### src/design/fpc_pkg.sv
package fpc_pkg;
    // Register file addresses of the flash controller.
    localparam logic [11:0] TRIM_ADDR_OFS = 12'hff6;
    localparam logic [11:0] CMD_STAT_OFS  = 12'hff8;
    localparam logic [11:0] PAGE_PROT_OFS = 12'hff9;

    // Reset values.
    localparam logic [7:0] TRIM_RST = 8'h00;
    localparam logic [7:0] PROT_RST = 8'h00;
    localparam logic [7:0] PAGE_RST = 8'h00;

    // Command register values.
    localparam logic [7:0] CMD_IDLE     = 8'h00;
    localparam logic [7:0] CMD_SECT_SEL = 8'h5e;
    localparam logic [7:0] CMD_UNLOCK1  = 8'h73;
    localparam logic [7:0] CMD_UNLOCK2  = 8'h8c;
    localparam logic [7:0] CMD_PAGE_ERS = 8'h95;
    localparam logic [7:0] CMD_MASS_ERS = 8'h63;

    // Memory geometry: 8 KB, 512-byte pages, eight 1 KB sectors.
    localparam int ADDR_W  = 13;
    localparam int PAGE_LO = 9;
    localparam int PAGE_W  = 4;
    localparam int SECT_LO = 1;
    localparam int SECT_W  = 3;
    localparam logic [7:0] ERASED_BYTE = 8'hff;

    // Status byte bit positions.
    localparam int ST_BUSY    = 7;
    localparam int ST_REFUSED = 6;
    localparam int ST_SECTSEL = 3;
    localparam int ST_LOCKED  = 2;
    localparam int ST_OPEN    = 1;
    localparam int ST_PROG_EN = 0;

    // Byte program time, rounded up to whole clock cycles.
    localparam int CLK_PERIOD_NS = 10;
    localparam int PROG_TIME_NS  = 40000;
    localparam int PROG_CYC      =
        (PROG_TIME_NS + CLK_PERIOD_NS - 1) / CLK_PERIOD_NS;
    localparam int CNT_W         = 12;

    typedef enum logic [2:0] {
        ST_LOCK,
        ST_UNLK1,
        ST_UNLK2,
        ST_PAGE_OPEN,
        ST_ERS_PAGE,
        ST_ERS_MASS,
        ST_SECT
    } fpc_state_t;

    typedef struct packed {
        logic        wr;
        logic        rd;
        logic        dbg;
        logic [11:0] addr;
        logic [7:0]  wdata;
    } fpc_reg_req_t;

    typedef struct packed {
        logic              valid;
        logic              dbg;
        logic [ADDR_W-1:0] addr;
        logic [7:0]        data;
    } fpc_prog_req_t;
endpackage

### src/design/fpc_flash_ctrl.sv
`timescale 1ns/1ps
module fpc_flash_ctrl
    import fpc_pkg::*;
(
    input  wire logic                  clock_i,
    input  wire logic                  srst_i,
    input  wire fpc_pkg::fpc_reg_req_t reg_req_i,
    output logic [7:0]                 reg_rdata_o,
    input  wire fpc_pkg::fpc_prog_req_t prog_req_i,
    input  wire logic                  bypass_i,
    input  wire logic [7:0]            flash_rdata_i,
    output logic                       cpu_stall_o,
    output logic                       flash_we_o,
    output logic [12:0]                flash_addr_o,
    output logic [7:0]                 flash_wdata_o,
    output logic                       erase_page_o,
    output logic                       erase_mass_o,
    output logic [3:0]                 erase_page_sel_o,
    output logic [7:0]                 trim_option_address_o
);
    import fpc_pkg::*;

    fpc_state_t        state_q, state_d;
    logic [7:0]        prot_q;
    logic [7:0]        page_q;
    logic [7:0]        trim_q;
    logic [CNT_W-1:0]  cnt_q;
    logic              stall_q;
    logic              refused_q;
    logic [7:0]        rdata_q;
    logic              we_q;
    logic [12:0]       waddr_q;
    logic [7:0]        wdata_q;
    logic              ers_page_q;
    logic              ers_mass_q;

    // Register access decode.
    wire cmd_wr   = reg_req_i.wr && (reg_req_i.addr == CMD_STAT_OFS);
    wire pp_wr    = reg_req_i.wr && (reg_req_i.addr == PAGE_PROT_OFS);
    wire trim_wr  = reg_req_i.wr && (reg_req_i.addr == TRIM_ADDR_OFS);
    wire sect_sel = (state_q == ST_SECT);
    wire prot_wr  = pp_wr && sect_sel;
    wire page_wr  = pp_wr && !sect_sel;
    wire [7:0] cmd = reg_req_i.wdata;

    wire [PAGE_W-1:0] open_page = page_q[PAGE_W-1:0];
    wire [SECT_W-1:0] open_sect = open_page[SECT_LO +: SECT_W];
    wire erasing_ok  = (state_q == ST_PAGE_OPEN) ||
                       (state_q == ST_ERS_PAGE) ||
                       (state_q == ST_ERS_MASS);
    // Erase of a protected sector is refused for the processor only.
    wire page_ers_ok = erasing_ok &&
                       (!prot_q[open_sect] || reg_req_i.dbg);
    // Mass erase is a debugger-only command.
    wire mass_ers_ok = erasing_ok && reg_req_i.dbg;

    // Byte program acceptance.
    wire [PAGE_W-1:0] req_page = prog_req_i.addr[PAGE_LO +: PAGE_W];
    wire [SECT_W-1:0] req_sect = req_page[SECT_LO +: SECT_W];
    wire prot_exempt = prog_req_i.dbg || bypass_i;
    wire prot_clear  = prot_exempt || !prot_q[req_sect];
    wire in_scope    = (state_q == ST_ERS_MASS) ||
                       ((state_q == ST_ERS_PAGE) && (req_page == open_page));
    wire prog_start  = prog_req_i.valid && !stall_q && in_scope &&
                       prot_clear;
    wire prog_refuse = prog_req_i.valid && !prog_start;
    wire [7:0] new_byte = flash_rdata_i & prog_req_i.data;

    wire [7:0] status = {stall_q, refused_q, 2'h0, sect_sel,
                         (state_q == ST_LOCK), erasing_ok,
                         (state_q == ST_ERS_PAGE) ||
                         (state_q == ST_ERS_MASS)};
    wire [7:0] rd_mux =
        (reg_req_i.addr == CMD_STAT_OFS)  ? status :
        (reg_req_i.addr == PAGE_PROT_OFS) ? (sect_sel ? prot_q : page_q) :
        (reg_req_i.addr == TRIM_ADDR_OFS) ? trim_q : 8'h00;
    wire [7:0] rdata_d = reg_req_i.rd ? rd_mux : 8'h00;

    // Command sequencer; a command write outranks a page write.
    always_comb begin
        state_d = state_q;
        if (cmd_wr) begin
            state_d = ST_LOCK;
            case (cmd)
                CMD_UNLOCK1: begin
                    if (state_q == ST_LOCK)
                        state_d = ST_UNLK1;
                end
                CMD_UNLOCK2: begin
                    if (state_q == ST_UNLK1)
                        state_d = ST_UNLK2;
                end
                CMD_SECT_SEL: begin
                    if (state_q == ST_LOCK)
                        state_d = ST_SECT;
                end
                CMD_PAGE_ERS: begin
                    if (page_ers_ok)
                        state_d = ST_ERS_PAGE;
                end
                CMD_MASS_ERS: begin
                    if (mass_ers_ok)
                        state_d = ST_ERS_MASS;
                end
                default: state_d = ST_LOCK;
            endcase
        end else if (page_wr && state_q == ST_UNLK2) begin
            state_d = (reg_req_i.wdata == page_q) ? ST_PAGE_OPEN : ST_LOCK;
        end else if (page_wr && state_q != ST_LOCK) begin
            state_d = ST_LOCK;
        end
    end

    always_ff @(posedge clock_i) begin
        if (srst_i)
            state_q <= ST_LOCK;
        else
            state_q <= state_d;
    end

    always_ff @(posedge clock_i) begin
        if (srst_i)
            prot_q <= PROT_RST;
        else if (prot_wr)
            prot_q <= prot_q | reg_req_i.wdata;
    end

    // The first page write of an unlock is stored; the rewrite is compared.
    always_ff @(posedge clock_i) begin
        if (srst_i)
            page_q <= PAGE_RST;
        else if (page_wr && state_q == ST_LOCK)
            page_q <= reg_req_i.wdata;
    end

    always_ff @(posedge clock_i) begin
        if (srst_i)
            trim_q <= TRIM_RST;
        else if (trim_wr)
            trim_q <= reg_req_i.wdata;
    end

    always_ff @(posedge clock_i) begin
        if (srst_i) begin
            stall_q <= 1'b0;
            cnt_q   <= '0;
        end else if (prog_start) begin
            stall_q <= 1'b1;
            cnt_q   <= CNT_W'(PROG_CYC - 1);
        end else if (stall_q) begin
            stall_q <= (cnt_q != '0);
            cnt_q   <= cnt_q - CNT_W'(1);
        end
    end

    // A refused request is sticky until the next command; a new refusal
    // in the same cycle as the command write wins.
    always_ff @(posedge clock_i) begin
        if (srst_i)
            refused_q <= 1'b0;
        else
            refused_q <= prog_refuse || (refused_q && !cmd_wr);
    end

    always_ff @(posedge clock_i) begin
        if (srst_i) begin
            we_q    <= 1'b0;
            waddr_q <= '0;
            wdata_q <= ERASED_BYTE;
        end else begin
            we_q <= prog_start;
            if (prog_start) begin
                waddr_q <= prog_req_i.addr;
                wdata_q <= new_byte;
            end
        end
    end

    always_ff @(posedge clock_i) begin
        if (srst_i) begin
            ers_page_q <= 1'b0;
            ers_mass_q <= 1'b0;
            rdata_q    <= 8'h00;
        end else begin
            ers_page_q <= cmd_wr && cmd == CMD_PAGE_ERS && page_ers_ok;
            ers_mass_q <= cmd_wr && cmd == CMD_MASS_ERS && mass_ers_ok;
            rdata_q    <= rdata_d;
        end
    end

    assign cpu_stall_o           = stall_q;
    assign flash_we_o            = we_q;
    assign flash_addr_o          = waddr_q;
    assign flash_wdata_o         = wdata_q;
    assign erase_page_o          = ers_page_q;
    assign erase_mass_o          = ers_mass_q;
    assign erase_page_sel_o      = open_page;
    assign trim_option_address_o = trim_q;
    assign reg_rdata_o           = rdata_q;

    // Helper for the stall checks: the program time is far too long for a
    // repetition, so the length of each stall is counted here instead.
    logic [CNT_W-1:0] stall_run_q;

    always_ff @(posedge clock_i) begin
        if (srst_i)
            stall_run_q <= '0;
        else if (cpu_stall_o)
            stall_run_q <= stall_run_q + CNT_W'(1);
        else
            stall_run_q <= '0;
    end
endmodule

### config.mk
export PLATFORM = sky130hd
export DESIGN_NAME = fpc_flash_ctrl
export DESIGN_NICKNAME = d
export VERILOG_FILES = /design/src/design/fpc_pkg.sv /design/src/design/fpc_flash_ctrl.sv
export SDC_FILE = /design/constraint.sdc
export NUM_CORES = 1
export LEC_CHECK = 0
export ABC_CLOCK_PERIOD_IN_PS = 1800
export BUFFER_PORTS_ARGS = -buffer_cell sky130_fd_sc_hd__buf_2
export CAP_MARGIN = 20
export CORE_UTILIZATION = 35
export DETAILED_ROUTE_END_ITERATION = 10
export PLACE_DENSITY = 0.61
export SYNTH_ARGS = -nofsm -noshare
export SYNTH_HDL_FRONTEND = slang
export SYNTH_SLANG_ARGS = --single-unit
### constraint.sdc
create_clock -name clock_i -period 1.8 [get_ports clock_i]
set_input_delay 0.18 -clock clock_i [delete_from_list [all_inputs] [get_ports clock_i]]
set_output_delay 0.18 -clock clock_i [all_outputs]
set_load 0.01 [all_outputs]
# After elaboration in Yosys (flattened, before gate mapping)

Index checks and enable logic that the tools add are counted.

Add/subtract/negate cells: 1
Order comparisons: 2
Equality and inequality tests: 16
Mux-type cells: 22
Bitwise logic cells: 3
Reductions and logical operators: 42

Operators by type and width:

| cell                                                                          | number |
|---|---|
| 12-bit equality test (second input constant)                                  | 3 |
| 8-bit 2-to-1 mux                                                              | 4 |
| 8-bit by 7-bit equality test with 1-bit output (second input constant)        | 3 |
| 12-bit 2-to-1 mux                                                             | 2 |
| 1-bit logical AND                                                             | 20 |
| 3-bit 2-to-1 mux                                                              | 6 |
| 8-bit equality test (second input constant)                                   | 2 |
| 3-bit one-hot mux with 5 select lines                                         | 1 |
| 12-bit nonzero test                                                           | 1 |
| 12-bit by 1-bit subtractor with 12-bit output (second input constant)         | 1 |
| 3-bit equality test (second input constant)                                   | 3 |
| 8-bit bitwise AND                                                             | 1 |
| 8-bit equality test                                                           | 1 |
| 1-bit logical OR                                                              | 8 |
| 3-bit by 4-bit less-than comparator with 1-bit output (second input constant) | 2 |
| 8-bit bitwise OR                                                              | 1 |
| 1-bit binary-select mux with 3-bit select                                     | 2 |
| 3-bit by 2-bit equality test with 1-bit output (second input constant)        | 2 |
| 1-bit zero test                                                               | 6 |
| 3-bit nonzero test                                                            | 2 |
| 1-bit 2-to-1 mux                                                              | 5 |
| 4-bit equality test                                                           | 1 |
| 2-bit 2-to-1 mux                                                              | 2 |
| 2-bit OR reduction                                                            | 2 |
| other kinds (5)                                                               | 5 |

Bits in registers: 73
Input port bits: 57
Output and inout bits: 45
Logic and storage cells: 101

# Logic depth before layout (Yosys ltp)

Gate-level depths: netlist (run 1).

Word-level depth: 8
Mapped depth: 8
Mapped depth without buffers: 7

# Worst setup path after synthesis (run 1)

Ideal clock, no wire load.

Path type: register -> register
Start: reg cnt_q[2]
End: reg cnt_q[9]
Library setup time: 132 ps
Data arrival time: 1580 ps
Data required time: 1668 ps
Slack: 88 ps
Stages on the path, launching flop included: 6
Buffers on the path: 0
Clock period less this slack: 1712 ps
Cells stage by stage: dfxtp_1 > or4_4 > or3_4 > nor3_2 > xnor2_1 > a21oi_2

Longest elaborated chain between the ends: 3

RTL lines:

| what                                          | RTL line              | text |
|---|---|---|
| start: declaration                            | fpc_flash_ctrl.sv:27  | `logic [CNT_W-1:0] cnt_q;` |
| start signal: assignment                      | fpc_flash_ctrl.sv:149 | `cnt_q <= CNT_W'(PROG_CYC - 1);` |
| start signal: assignment                      | fpc_flash_ctrl.sv:152 | `cnt_q <= cnt_q - CNT_W'(1);` |
| 12-bit by 1-bit subtractor with 12-bit output | fpc_flash_ctrl.sv:152 |  |
| 12-bit 2-to-1 mux                             | fpc_flash_ctrl.sv:150 | `end else if (stall_q) begin` |
| 12-bit 2-to-1 mux                             | fpc_flash_ctrl.sv:147 | `end else if (prog_start) begin` |

No other way between the ends. The select of a mux whose other input is x is not followed.
A chain may end at the register's enable or synchronous reset.

# Worst setup path in the final report (run 1)

Start: reg prot_q[0]
End: reg wdata_q[4], in the netlist flash_wdata_o[4]

Longest elaborated chain between the ends: 5

RTL lines:

| what                                      | RTL line              | text |
|---|---|---|
| start: declaration                        | fpc_flash_ctrl.sv:24  | `logic [7:0] prot_q;` |
| start signal: assignment                  | fpc_flash_ctrl.sv:125 | `prot_q <= prot_q \| reg_req_i.wdata;` |
| 1-bit binary-select mux with 3-bit select | fpc_flash_ctrl.sv:61  | `wire prot_clear = prot_exempt \|\| !prot_q[req_sect];` |
| 1-bit 2-to-1 mux (not written as such)    | fpc_flash_ctrl.sv:61  |  |
| 1-bit zero test                           | fpc_flash_ctrl.sv:61  |  |
| 1-bit logical OR                          | fpc_flash_ctrl.sv:61  |  |
| 1-bit logical AND                         | fpc_flash_ctrl.sv:64  | `wire prog_start = prog_req_i.valid && !stall_q && in_scope &&` |
| end signal: assignment                    | fpc_flash_ctrl.sv:174 | `wdata_q <= new_byte;` |
| end: declaration                          | fpc_flash_ctrl.sv:33  | `logic [7:0] wdata_q;` |

No other way between the ends. The select of a mux whose other input is x is not followed.

==> results.tsv, run 1 <==
metric	value	unit
status	finished, violations left	
failing checks	negative setup slack	
Commonest cells post-synth	dfxtp_1, nor2_1, a21oi_1, mux2i_1, xnor2_1	
Hold WC Path Type	in -> reg	
Final Hold Vio Count	0	
crit-path max FO	8	
Initial Util	36.9	%
Worst setup SP type	flop	
hold_buf cts	0	
Vias/cell	5.07	
largest net degree at the start of global routing	29	
post-synthesis async set-or-reset flop share	0	%
Worst-path clk slew	0.08	ns
IO Port Bufs	101	
placeable core area	0.00942	mm2
Clk Latency, worst-skew pair	0.35	ns
GR Util All Layers	18.6	%
fin crit share	105	%
nets	552	
EDFF count, synth	0	
initial antenna violation count	0	
min cycle time layout	1.89	ns
CTS tree	yes	
Slowest-stage cell, CP	mux4_2	
Layout area overhead	32.8	%
# fillers	938	
htree depth	3	
Cell variety after synth	55	
worst path required time	2.08	ns
top-area cell type share of the netlist area	42.1	%
Post-Route WL	9360	um
Final WS setup	-0.0921	ns
CTS root buf	clkbuf_8	
reg2reg setup slack	-0.09	ns
dominant cell type by area after synthesis	dfxtp_1	
Leak	2.00	nW
number of global-route vias before repair	3053	
Primary FF master, synth	dfxtp_1	
iteration count of the initial detailed-routing pass	4	
top cells by area, synth	dfxtp_1, mux2i_1, nor2_1	
most common cell in the synthesized netlist	dfxtp_1	
Synth Cell Area	0.00347	mm2
clock skew	0.00901	ns
Die Ht	102	um
Syn Area/Cell	9.36	um2
io pins	102	
synthesized net count	429	
Critical Path Max Stage Delay	0.47	ns
most frequent cell on the critical path	buf_12	
setup violators final	21	
Final Slew Violations	0	
Post-Syn Instances	371	
Final Wtd Congestion	0.826	
global route overflow	0	
first-pass GRT wire length	14700	um
Rows	35	
Detail Placement HPWL	6960	um
Sink Count	73	
RSZ-0062 raised after global routing	yes	
P per Cell Area	707	mW/mm2
max_cap viols	0	
total power	0.00326	W
Peak VDD IR	400	uV
layout cells sized above 1	37.7	%
Tightest Pin Transition	0.585	ns
wire per inst	14.9	um
Num CTS Buffers	9	
Die ar.	0.0103	mm2
crit path kind	reg -> reg	
DR vias	3182	
final core area utilization	49.0	%
Yosys reg bits	73	
Seq/Total Area, Yosys	42.1	%
Rel. slew slack	60.4	%
DR DRC count	0	
Antenna diodes	0	
crit-path cells	mux4_2 > mux2i_2 > buf_4 > o311a_4 > buf_12 > buf_12 > nor3_1 > a21oi_1	
CP endpoint kind	flop	
f_max	529	MHz
die width	102	um
DP Worst Slack	-0.175	ns
DRT iter0 DRCs	115	
warnings from Yosys	0	
Clock Path Buffers	2	
Routed Antenna Nets	0	
CP arrival	2.17	ns
[logic make-up (layout without fill, tap and decap cells)]
family	count (synthesis)	count (layout)	share of synthesized area (%)
simple gates	127	127	20.4
mux	44	44	14.3
buf+inv	36	164	4.83
xor+xnor	22	22	5.55
compound gates	68	68	12.5
fa+ha+maj	1	1	0.360
flops	73	73	42.1
[registers in the layout, summed over array words and instances (netlist names), 3 cells and up]
signal	count
page_q	8
reg_rdata_o	8
flash_addr_o	13
prot_q	8
cnt_q	12
state_q	3
flash_wdata_o	8
trim_option_address_o	8
[timing repair]
action                     in CTS  in global routing
cloned                          0                  2
resized for setup               4                  7
pin swaps                       1                  6
setup endpoints to repair      23                 35
setup buffers                   4                  0
[where the power goes]
part	switching (W)	leakage, nW	internal (W)
Sequential	0.00000159	0.591	0.00161
Clock	0.000653	0.107	0.000786
Combinational	0.000113	1.30	0.0000904
Total	0.000768	2.00	0.00249
[critical path: cells and delay by family (launching register included)]
family                 cells  cell delay, ns
buffers and inverters      3            0.40
AO/OA/AOI/OAI              2            0.37
multiplexers               2            0.67
flip-flops                 1            0.34
AND/OR/NAND/NOR            1            0.04
[placed cells by master (no fill, tap or decap), types with 4 or more instances in the layout]
| cell | Yosys | routed |
|---|---|---|
| nand2b_1 | 5 | 5 |
| mux2_2 | 4 | 4 |
| mux4_2 | 4 | 4 |
| nand2_1 | 9 | 9 |
| o21ai_0 | 4 | 4 |
| nand3_1 | 7 | 7 |
| buf_2 | 5 | 101 |
| a21oi_1 | 36 | 36 |
| nor3_1 | 12 | 10 |
| dfxtp_2 | 0 | 5 |
| nor4_1 | 4 | 4 |
| a22oi_1 | 8 | 8 |
| nor3_2 | 2 | 4 |
| inv_1 | 7 | 7 |
| nand3b_1 | 4 | 4 |
| nor2_1 | 54 | 54 |
| mux2i_1 | 36 | 34 |
| buf_4 | 5 | 35 |
| dfxtp_1 | 73 | 68 |
| clkbuf_8 | 0 | 9 |
| xnor2_1 | 20 | 20 |
[layer usage]
metal / track usage, % / up-vias / share of wire, %
met5: 0 / - / 0
met4: 7.36 / 0 / 1.6
met3: 4.42 / 16 / 4.1
met2: 31.7 / 68 / 51
met1: 22.5 / 1542 / 43
li1: - / 1556 / -
[metrics by stage]
| step | area, um2 | hold slack (ns) | TNS, ns | cells |
|---|---|---|---|---|
| detailed placement | 4270 | 0.429 | -3.26 | 606 |
| CTS | 4540 | 0.0464 | -0.775 | 626 |
| global placement | 4270 | 0.413 | -2.18 | 606 |
| global route | 4610 | 0.0435 | -3.70 | 628 |
| floorplan | 3470 | 0.320 | 0 | 371 |
| finish | 4610 | 0.0613 | -0.949 | 628 |
[worst paths after layout]
check | start | to | cells past startpoint
hold / removal | prog_req_i[16] | flash_addr_o[8] | 3
setup reg to reg | prot_q[0] | flash_wdata_o[4] | 8
setup / recovery | prot_q[0] | flash_wdata_o[4] | 8
hold reg to reg | trim_option_address_o[1] | reg_rdata_o[1] | 2
[layout make-up]
cell class | count | area [um2] | share of cell area [%]
multi-input combinational | 262 | 1870 | 40.5
sequential | 73 | 1470 | 31.8
timing repair buffer | 141 | 870 | 18.9
tap | 129 | 161 | 3.50
clock buffer | 10 | 128 | 2.77
clock inverter | 6 | 90.1 | 1.95
inverter | 7 | 26.3 | 0.570
Note: power is estimated with default switching activity, not from simulation.
==> run 2: changes to the inputs <==
- ABC_AREA: unset -> 1
- BUFFER_PORTS_ARGS: -buffer_cell sky130_fd_sc_hd__buf_2 -> -buffer_cell sky130_fd_sc_hd__buf_4
- MAX_ROUTING_LAYER: unset -> met4
- PLACE_DENSITY: 0.61 -> 0.6
==> run 2 against run 1 <==
Net effect: the flow now finishes without violations; power about the same; first-iteration DRC count increased by 140%; combinational power increased by 12%; clock skew increased by 0.0048 ns; highest routed layer unchanged.
==> results.tsv, run 2 <==
metric	value	unit	change
Antenna diodes	0		unchanged
worst path required time	2.09	ns	about the same
Clk Latency, worst-skew pair	0.34	ns	about the same
Detail Placement HPWL	8170	um	+17%
Initial Util	36.7	%	-0.19 points
fin crit share	89.7	%	-15 points
top-area cell type share of the netlist area	40.0	%	-2.1 points
Rows	36		+2.9%
crit-path max FO	13		+5
CTS tree	yes		
Tightest Pin Transition	0.591	ns	+0.00528 ns
dominant cell type by area after synthesis	dfxtp_1		
synthesized net count	576		+34%
nets	676		+22%
Peak VDD IR	332	uV	-17%
warnings from Yosys	0		unchanged
Rel. slew slack	60.3	%	-0.063 points
IO Port Bufs	101		unchanged
Syn Area/Cell	7.05	um2	-25%
htree depth	3		unchanged
Post-Route WL	10400	um	+12%
Top delay family on crit path	simple AND/OR/NAND/NOR gates		
Worst-path clk slew	0.08	ns	about the same
wire per inst	13.8	um	-7.3%
CP Buf/Inv Count	2		-1
Final Hold Vio Count	0		unchanged
min cycle time layout	1.62	ns	-0.277 ns
number of global-route vias before repair	3601		+18%
top cells by area, synth	dfxtp_1, nand2_1, nand3_1		
Vias/cell	4.94		-2.5%
Seq/Total Area, Yosys	40.0	%	-2.1 points
Final Slew Violations	0		unchanged
first-pass GRT wire length	17300	um	+18%
Post-Syn Instances	518		+40%
global route overflow	0		unchanged
max_cap viols	0		unchanged
io pins	102		unchanged
Cell variety after synth	33		-40%
status	completed		
clock skew	0.0138	ns	+0.00481 ns
Final Wtd Congestion	0.941		+14%
setup violators final	0		-100%
layout cells sized above 1	24.2	%	-13 points
CP endpoint kind	flop		
Leak	2.18	nW	+9.2%
f_max	619	MHz	+17%
Routed Antenna Nets	0		unchanged
Die ar.	0.0109	mm2	+5.1%
DR DRC count	0		unchanged
EDFF count, synth	0		unchanged
final core area utilization	47.6	%	-1.3 points
RSZ-0062 raised after global routing	no		
most frequent cell on the critical path	nand2_1		
Clock Path Buffers	2		unchanged
Primary FF master, synth	dfxtp_1		
Synth Cell Area	0.00365	mm2	+5.2%
CP arrival	1.90	ns	-0.27 ns
Final WS setup	0.185	ns	+0.277 ns
Commonest cells post-synth	nand2_1, dfxtp_1, nand3_1, inv_1, nor2_1		
hold_buf cts	0		unchanged
Layout area overhead	29.8	%	
Worst setup SP type	flop		
most common cell in the synthesized netlist	nand2_1		
largest net degree at the start of global routing	26		-10%
Num CTS Buffers	9		unchanged
initial antenna violation count	0		unchanged
iteration count of the initial detailed-routing pass	5		+1
GR Util All Layers	20.3	%	+1.8 points
Sink Count	73		unchanged
Slowest-stage cell, CP	dfxtp_1		
P per Cell Area	688	mW/mm2	-2.7%
crit-path cells	inv_2 > nand2_1 > o21ai_1 > nor2_1 > nand2_1 > a21oi_4 > nand3_4 > inv_4 > nand2_1 > nand2_1		
DR vias	3733		+17%
Hold WC Path Type	in -> reg		
Yosys reg bits	73		unchanged
crit path kind	reg -> reg		
most common cell after layout, fill and taps aside	buf_4		
die width	104	um	+2.5%
Setup TNS Final	0	ns	+0.949 ns
placeable core area	0.00995	mm2	+5.7%
DRT iter0 DRCs	274		+140%
post-synthesis async set-or-reset flop share	0	%	unchanged
most frequent cells in the layout	buf_4, nand2_1, dfxtp_1		
Die Ht	104	um	+2.5%
max reg flops	13		unchanged
CTS root buf	clkbuf_8		
DP Worst Slack	0.163	ns	+0.337 ns
Critical Path Max Stage Delay	0.46	ns	about the same
## run 2: cell count changes in the layout (fill, tap and decap cells not counted), sizes merged, moves of 5 or more
cell | previous run | this run
nand2b | 5 | 0
inv | 8 | 55
buf | 139 | 115
nor3 | 14 | 9
nand2 | 9 | 116
xor2 | 2 | 7
a22oi | 8 | 0
nand3 | 7 | 61
xnor2 | 20 | 11
nand4 | 4 | 25
mux2i | 36 | 0
o21ai | 4 | 40
## run 2: tightest hold or removal path, stage by stage
cell and delay [ns]:
buf_4 0.08, nand2_1 0.04, nand2_1 0.04
## run 2: final cells by class
| type | count | area, um2 |
|---|---|---|
| flip-flops and latches | 73 | 1460 |
| repair buffers | 115 | 863 |
| inverters | 53 | 201 |
| well taps | 133 | 166 |
| multi-input cells | 366 | 1830 |
| clock inverters | 6 | 87.6 |
| clock buffers | 10 | 128 |
| fillers | 1032 | 5210 |
## run 2: path summary, 6_finish.rpt
kind | from | endpoint | slack, ns | depth (start not counted)
setup / recovery | page_q[3] | flash_addr_o[6] | 0.18 | 10
hold / removal | prog_req_i[16] | flash_addr_o[8] | 0.02 | 3
setup reg to reg | page_q[3] | flash_addr_o[6] | 0.18 | 10
hold reg to reg | flash_addr_o[1] | flash_addr_o[1] | 0.47 | 2
## run 2: per-stage QoR
step	total power (W)	instances	hold WS, ns	cell area (um2)
floorplan	0.00174	518	0.283	3650
global placement	0.00188	740	0.368	4520
detailed placement	0.00188	740	0.374	4520
CTS	0.00329	756	0.0102	4740
global route	0.00338	756	0.0136	4740
finish	0.00326	756	0.0249	4740
## run 2: metal layers
layer / share of wire [%] / global-route usage (%)
met4: 1.4 / 6.43
met1: 47 / 26.1
met5: 0 / -
met2: 46 / 32.1
met3: 5.1 / 4.01
## run 2: report_power, final
group | switching [W] | internal, W
Sequential | 0.00000174 | 0.00162
Clock | 0.000629 | 0.000787
Combinational | 0.000120 | 0.000109
Total | 0.000750 | 0.00251
## run 2: cells by family (layout without fill, tap and decap cells)
logic type	Yosys count	count (layout)	share of synthesized area (%)
fa+ha+maj	1	1	0.342
buf+inv	79	184	9.79
compound gates	82	82	12.3
flops	73	73	40.0
simple gates	265	265	33.2
xor+xnor	18	18	4.32
## run 2: repair_timing
action	CTS	global route
buffers inserted	0	0
gates resized for setup	0	1
endpoints found under the setup margin	0	6
==> run 3: changes to the inputs <==
- ABC_AREA: 1 -> unset
- CORE_UTILIZATION: 35 -> 47
- PLACE_DENSITY: 0.6 -> 0.78
- RECOVER_POWER: unset -> 50
==> run 3 against run 2 <==
Net effect: the run now ends with negative setup slack left; critical path depth decreased by 3; clock skew fell by 0.0031 ns; flip-flop and latch count unchanged; final area down 1.9%; first-iteration DRC count fell by 32%.
==> results.tsv, run 3 (same netlist as run 1, synthesis figures left out) <==
metric	value	unit	change
Psw	0.000741	W	-1.2%
most frequent cells in the layout	buf_4, dfxtp_1, nor2_1		
initial antenna violation count	0		unchanged
CTS tree	yes		
layout cells sized above 1	29.8	%	+5.6 points
number of global-route vias before repair	3028		-16%
DR DRC count	0		unchanged
Initial Util	49.7	%	+13 points
htree depth	3		unchanged
Detail Placement HPWL	6680	um	-18%
wire per inst	15.9	um	+15%
crit path kind	reg -> reg		
Final Slew Violations	0		unchanged
Comb power frac	7.0	%	about the same
io pins	102		unchanged
max_cap viols	0		unchanged
placeable core area	0.00698	mm2	-30%
clock skew	0.0108	ns	-0.00307 ns
f_max	529	MHz	-14%
Clk Latency, worst-skew pair	0.35	ns	about the same
Tightest Pin Transition	0.613	ns	+0.0219 ns
IO Port Bufs	101		unchanged
hold_buf cts	0		unchanged
Worst setup SP type	flop		
Leak	1.87	nW	-14%
crit-path max FO	7		-6
Worst-path clk slew	0.08	ns	about the same
Switching Fraction	22.8	%	-0.24 points
CTS root buf	clkbuf_8		
Final WS setup	-0.0889	ns	-0.274 ns
Clock Path Buffers	2		unchanged
P per Cell Area	699	mW/mm2	+1.7%
failing checks	negative setup slack		
Hold WC Path Type	in -> reg		
fin crit share	105	%	+15 points
Sequential Power Share	49.6	%	about the same
nets	549		-19%
DR vias	3247		-13%
largest net degree at the start of global routing	32		+23%
min cycle time layout	1.89	ns	+0.274 ns
final core area utilization	66.6	%	+19 points
Peak VDD IR	584	uV	+76%
CP arrival	2.12	ns	+0.22 ns
GR Util All Layers	25.5	%	+5.1 points
worst path required time	2.03	ns	-0.06 ns
Antenna diodes	0		unchanged
Final Hold Vio Count	0		unchanged
setup violators final	17		+17
iteration count of the initial detailed-routing pass	5		unchanged
max reg flops	13		unchanged
Vias/cell	5.48		+11%
Post-Route WL	9390	um	-10%
first-pass GRT wire length	14600	um	-15%
DRT iter0 DRCs	186		-32%
total power	0.00325	W	-0.20%
Routed Antenna Nets	0		unchanged
Die ar.	0.00774	mm2	-29%
CP endpoint kind	flop		
Layout area overhead	34.0	%	
Cell Int Power	0.00251	W	+0.11%
RSZ-0062 raised after global routing	yes		
Die Ht	88.0	um	-16%
Rows	30		-17%
Final Wtd Congestion	0.907		-3.6%
Sink Count	73		unchanged
global route overflow	0		unchanged
Rel. slew slack	59.2	%	-1.1 points
die width	88.0	um	-16%
Num CTS Buffers	9		unchanged
clock share of power	43.4	%	about the same
status	finished, violations left		
most common cell after layout, fill and taps aside	buf_4		
## run 3: cell types whose count changed in the layout (fill, tap and decap cells not counted), sizes merged, moves of 5 or more
cell    change
a22oi       +8
nand3      -54
clkbuf     +44
o21ai      -36
nand2     -107
nand4      -21
inv        -47
nand2b      +5
buf        -21
nor3        +5
mux2i      +36
xnor2       +9
xor2        -5
## run 3: timing repair
item,4_1_cts,5_1_grt
setup buffers,4,4
endpoints found under the hold margin,0,0
cloned,0,1
setup endpoints to repair,23,37
gates resized for setup,3,14
pin swaps,1,2
## run 3: layout make-up
type                            count  area (um2)
Fill cell                         619        2330
Multi-Input combinational cell    262        1890
Sequential cell                    73        1470
Timing Repair Buffer              138         933
Clock buffer                       10         128
Tap cell                           96         120
Clock inverter                      6        90.1
Inverter                            7        26.3
## run 3: final timing paths
path	cells past startpoint	end	slack [ns]	start
worst max-delay path	7	flash_addr_o[4]	-0.09	prot_q[5]
worst min-delay path	3	flash_addr_o[3]	0.07	prog_req_i[11]
worst max register to register	7	flash_addr_o[4]	-0.09	prot_q[5]
worst min register to register	2	reg_rdata_o[1]	0.48	trim_option_address_o[1]
## run 3: power by group through the flow
stage               sequential [W]  combinational [W]  clock, W
CTS                        0.00162           0.000224   0.00145
global route               0.00161           0.000242   0.00153
global placement           0.00165           0.000218         0
detailed placement         0.00165           0.000222         0
finish                     0.00161           0.000227   0.00141
floorplan                  0.00165          0.0000843         0
## run 3: routing by layer
layer / vias to the layer above / global-route usage (%) / share of wire, %
met1: 1547 / 31.3 / 41
met4: 0 / 6.86 / 1.2
li1: 1558 / - / -
met2: 131 / 41.6 / 51
met5: - / - / 0
met3: 11 / 6.31 / 6.7
## run 3: critical path, cell delays in order, from the launching register on
cell     delay, ns
dfxtp_2       0.34
mux4_2        0.48
mux2i_2       0.18
buf_4         0.14
o311a_4       0.22
buf_12        0.15
mux2i_2       0.22
nor2_1        0.06
## run 3: stage by stage
step	setup WS (ns)	TNS (ns)	area, um2	std cells	hold slack (ns)
after floorplan	0.0880	0	3470	371	0.320
after detailed placement	-0.164	-2.62	4430	567	0.426
after global placement	-0.0654	-1.26	4430	567	0.412
final	-0.0889	-0.719	4650	592	0.0679
after global routing	-0.148	-2.17	4650	592	0.0651
after CTS	-0.0825	-0.744	4710	587	0.0575
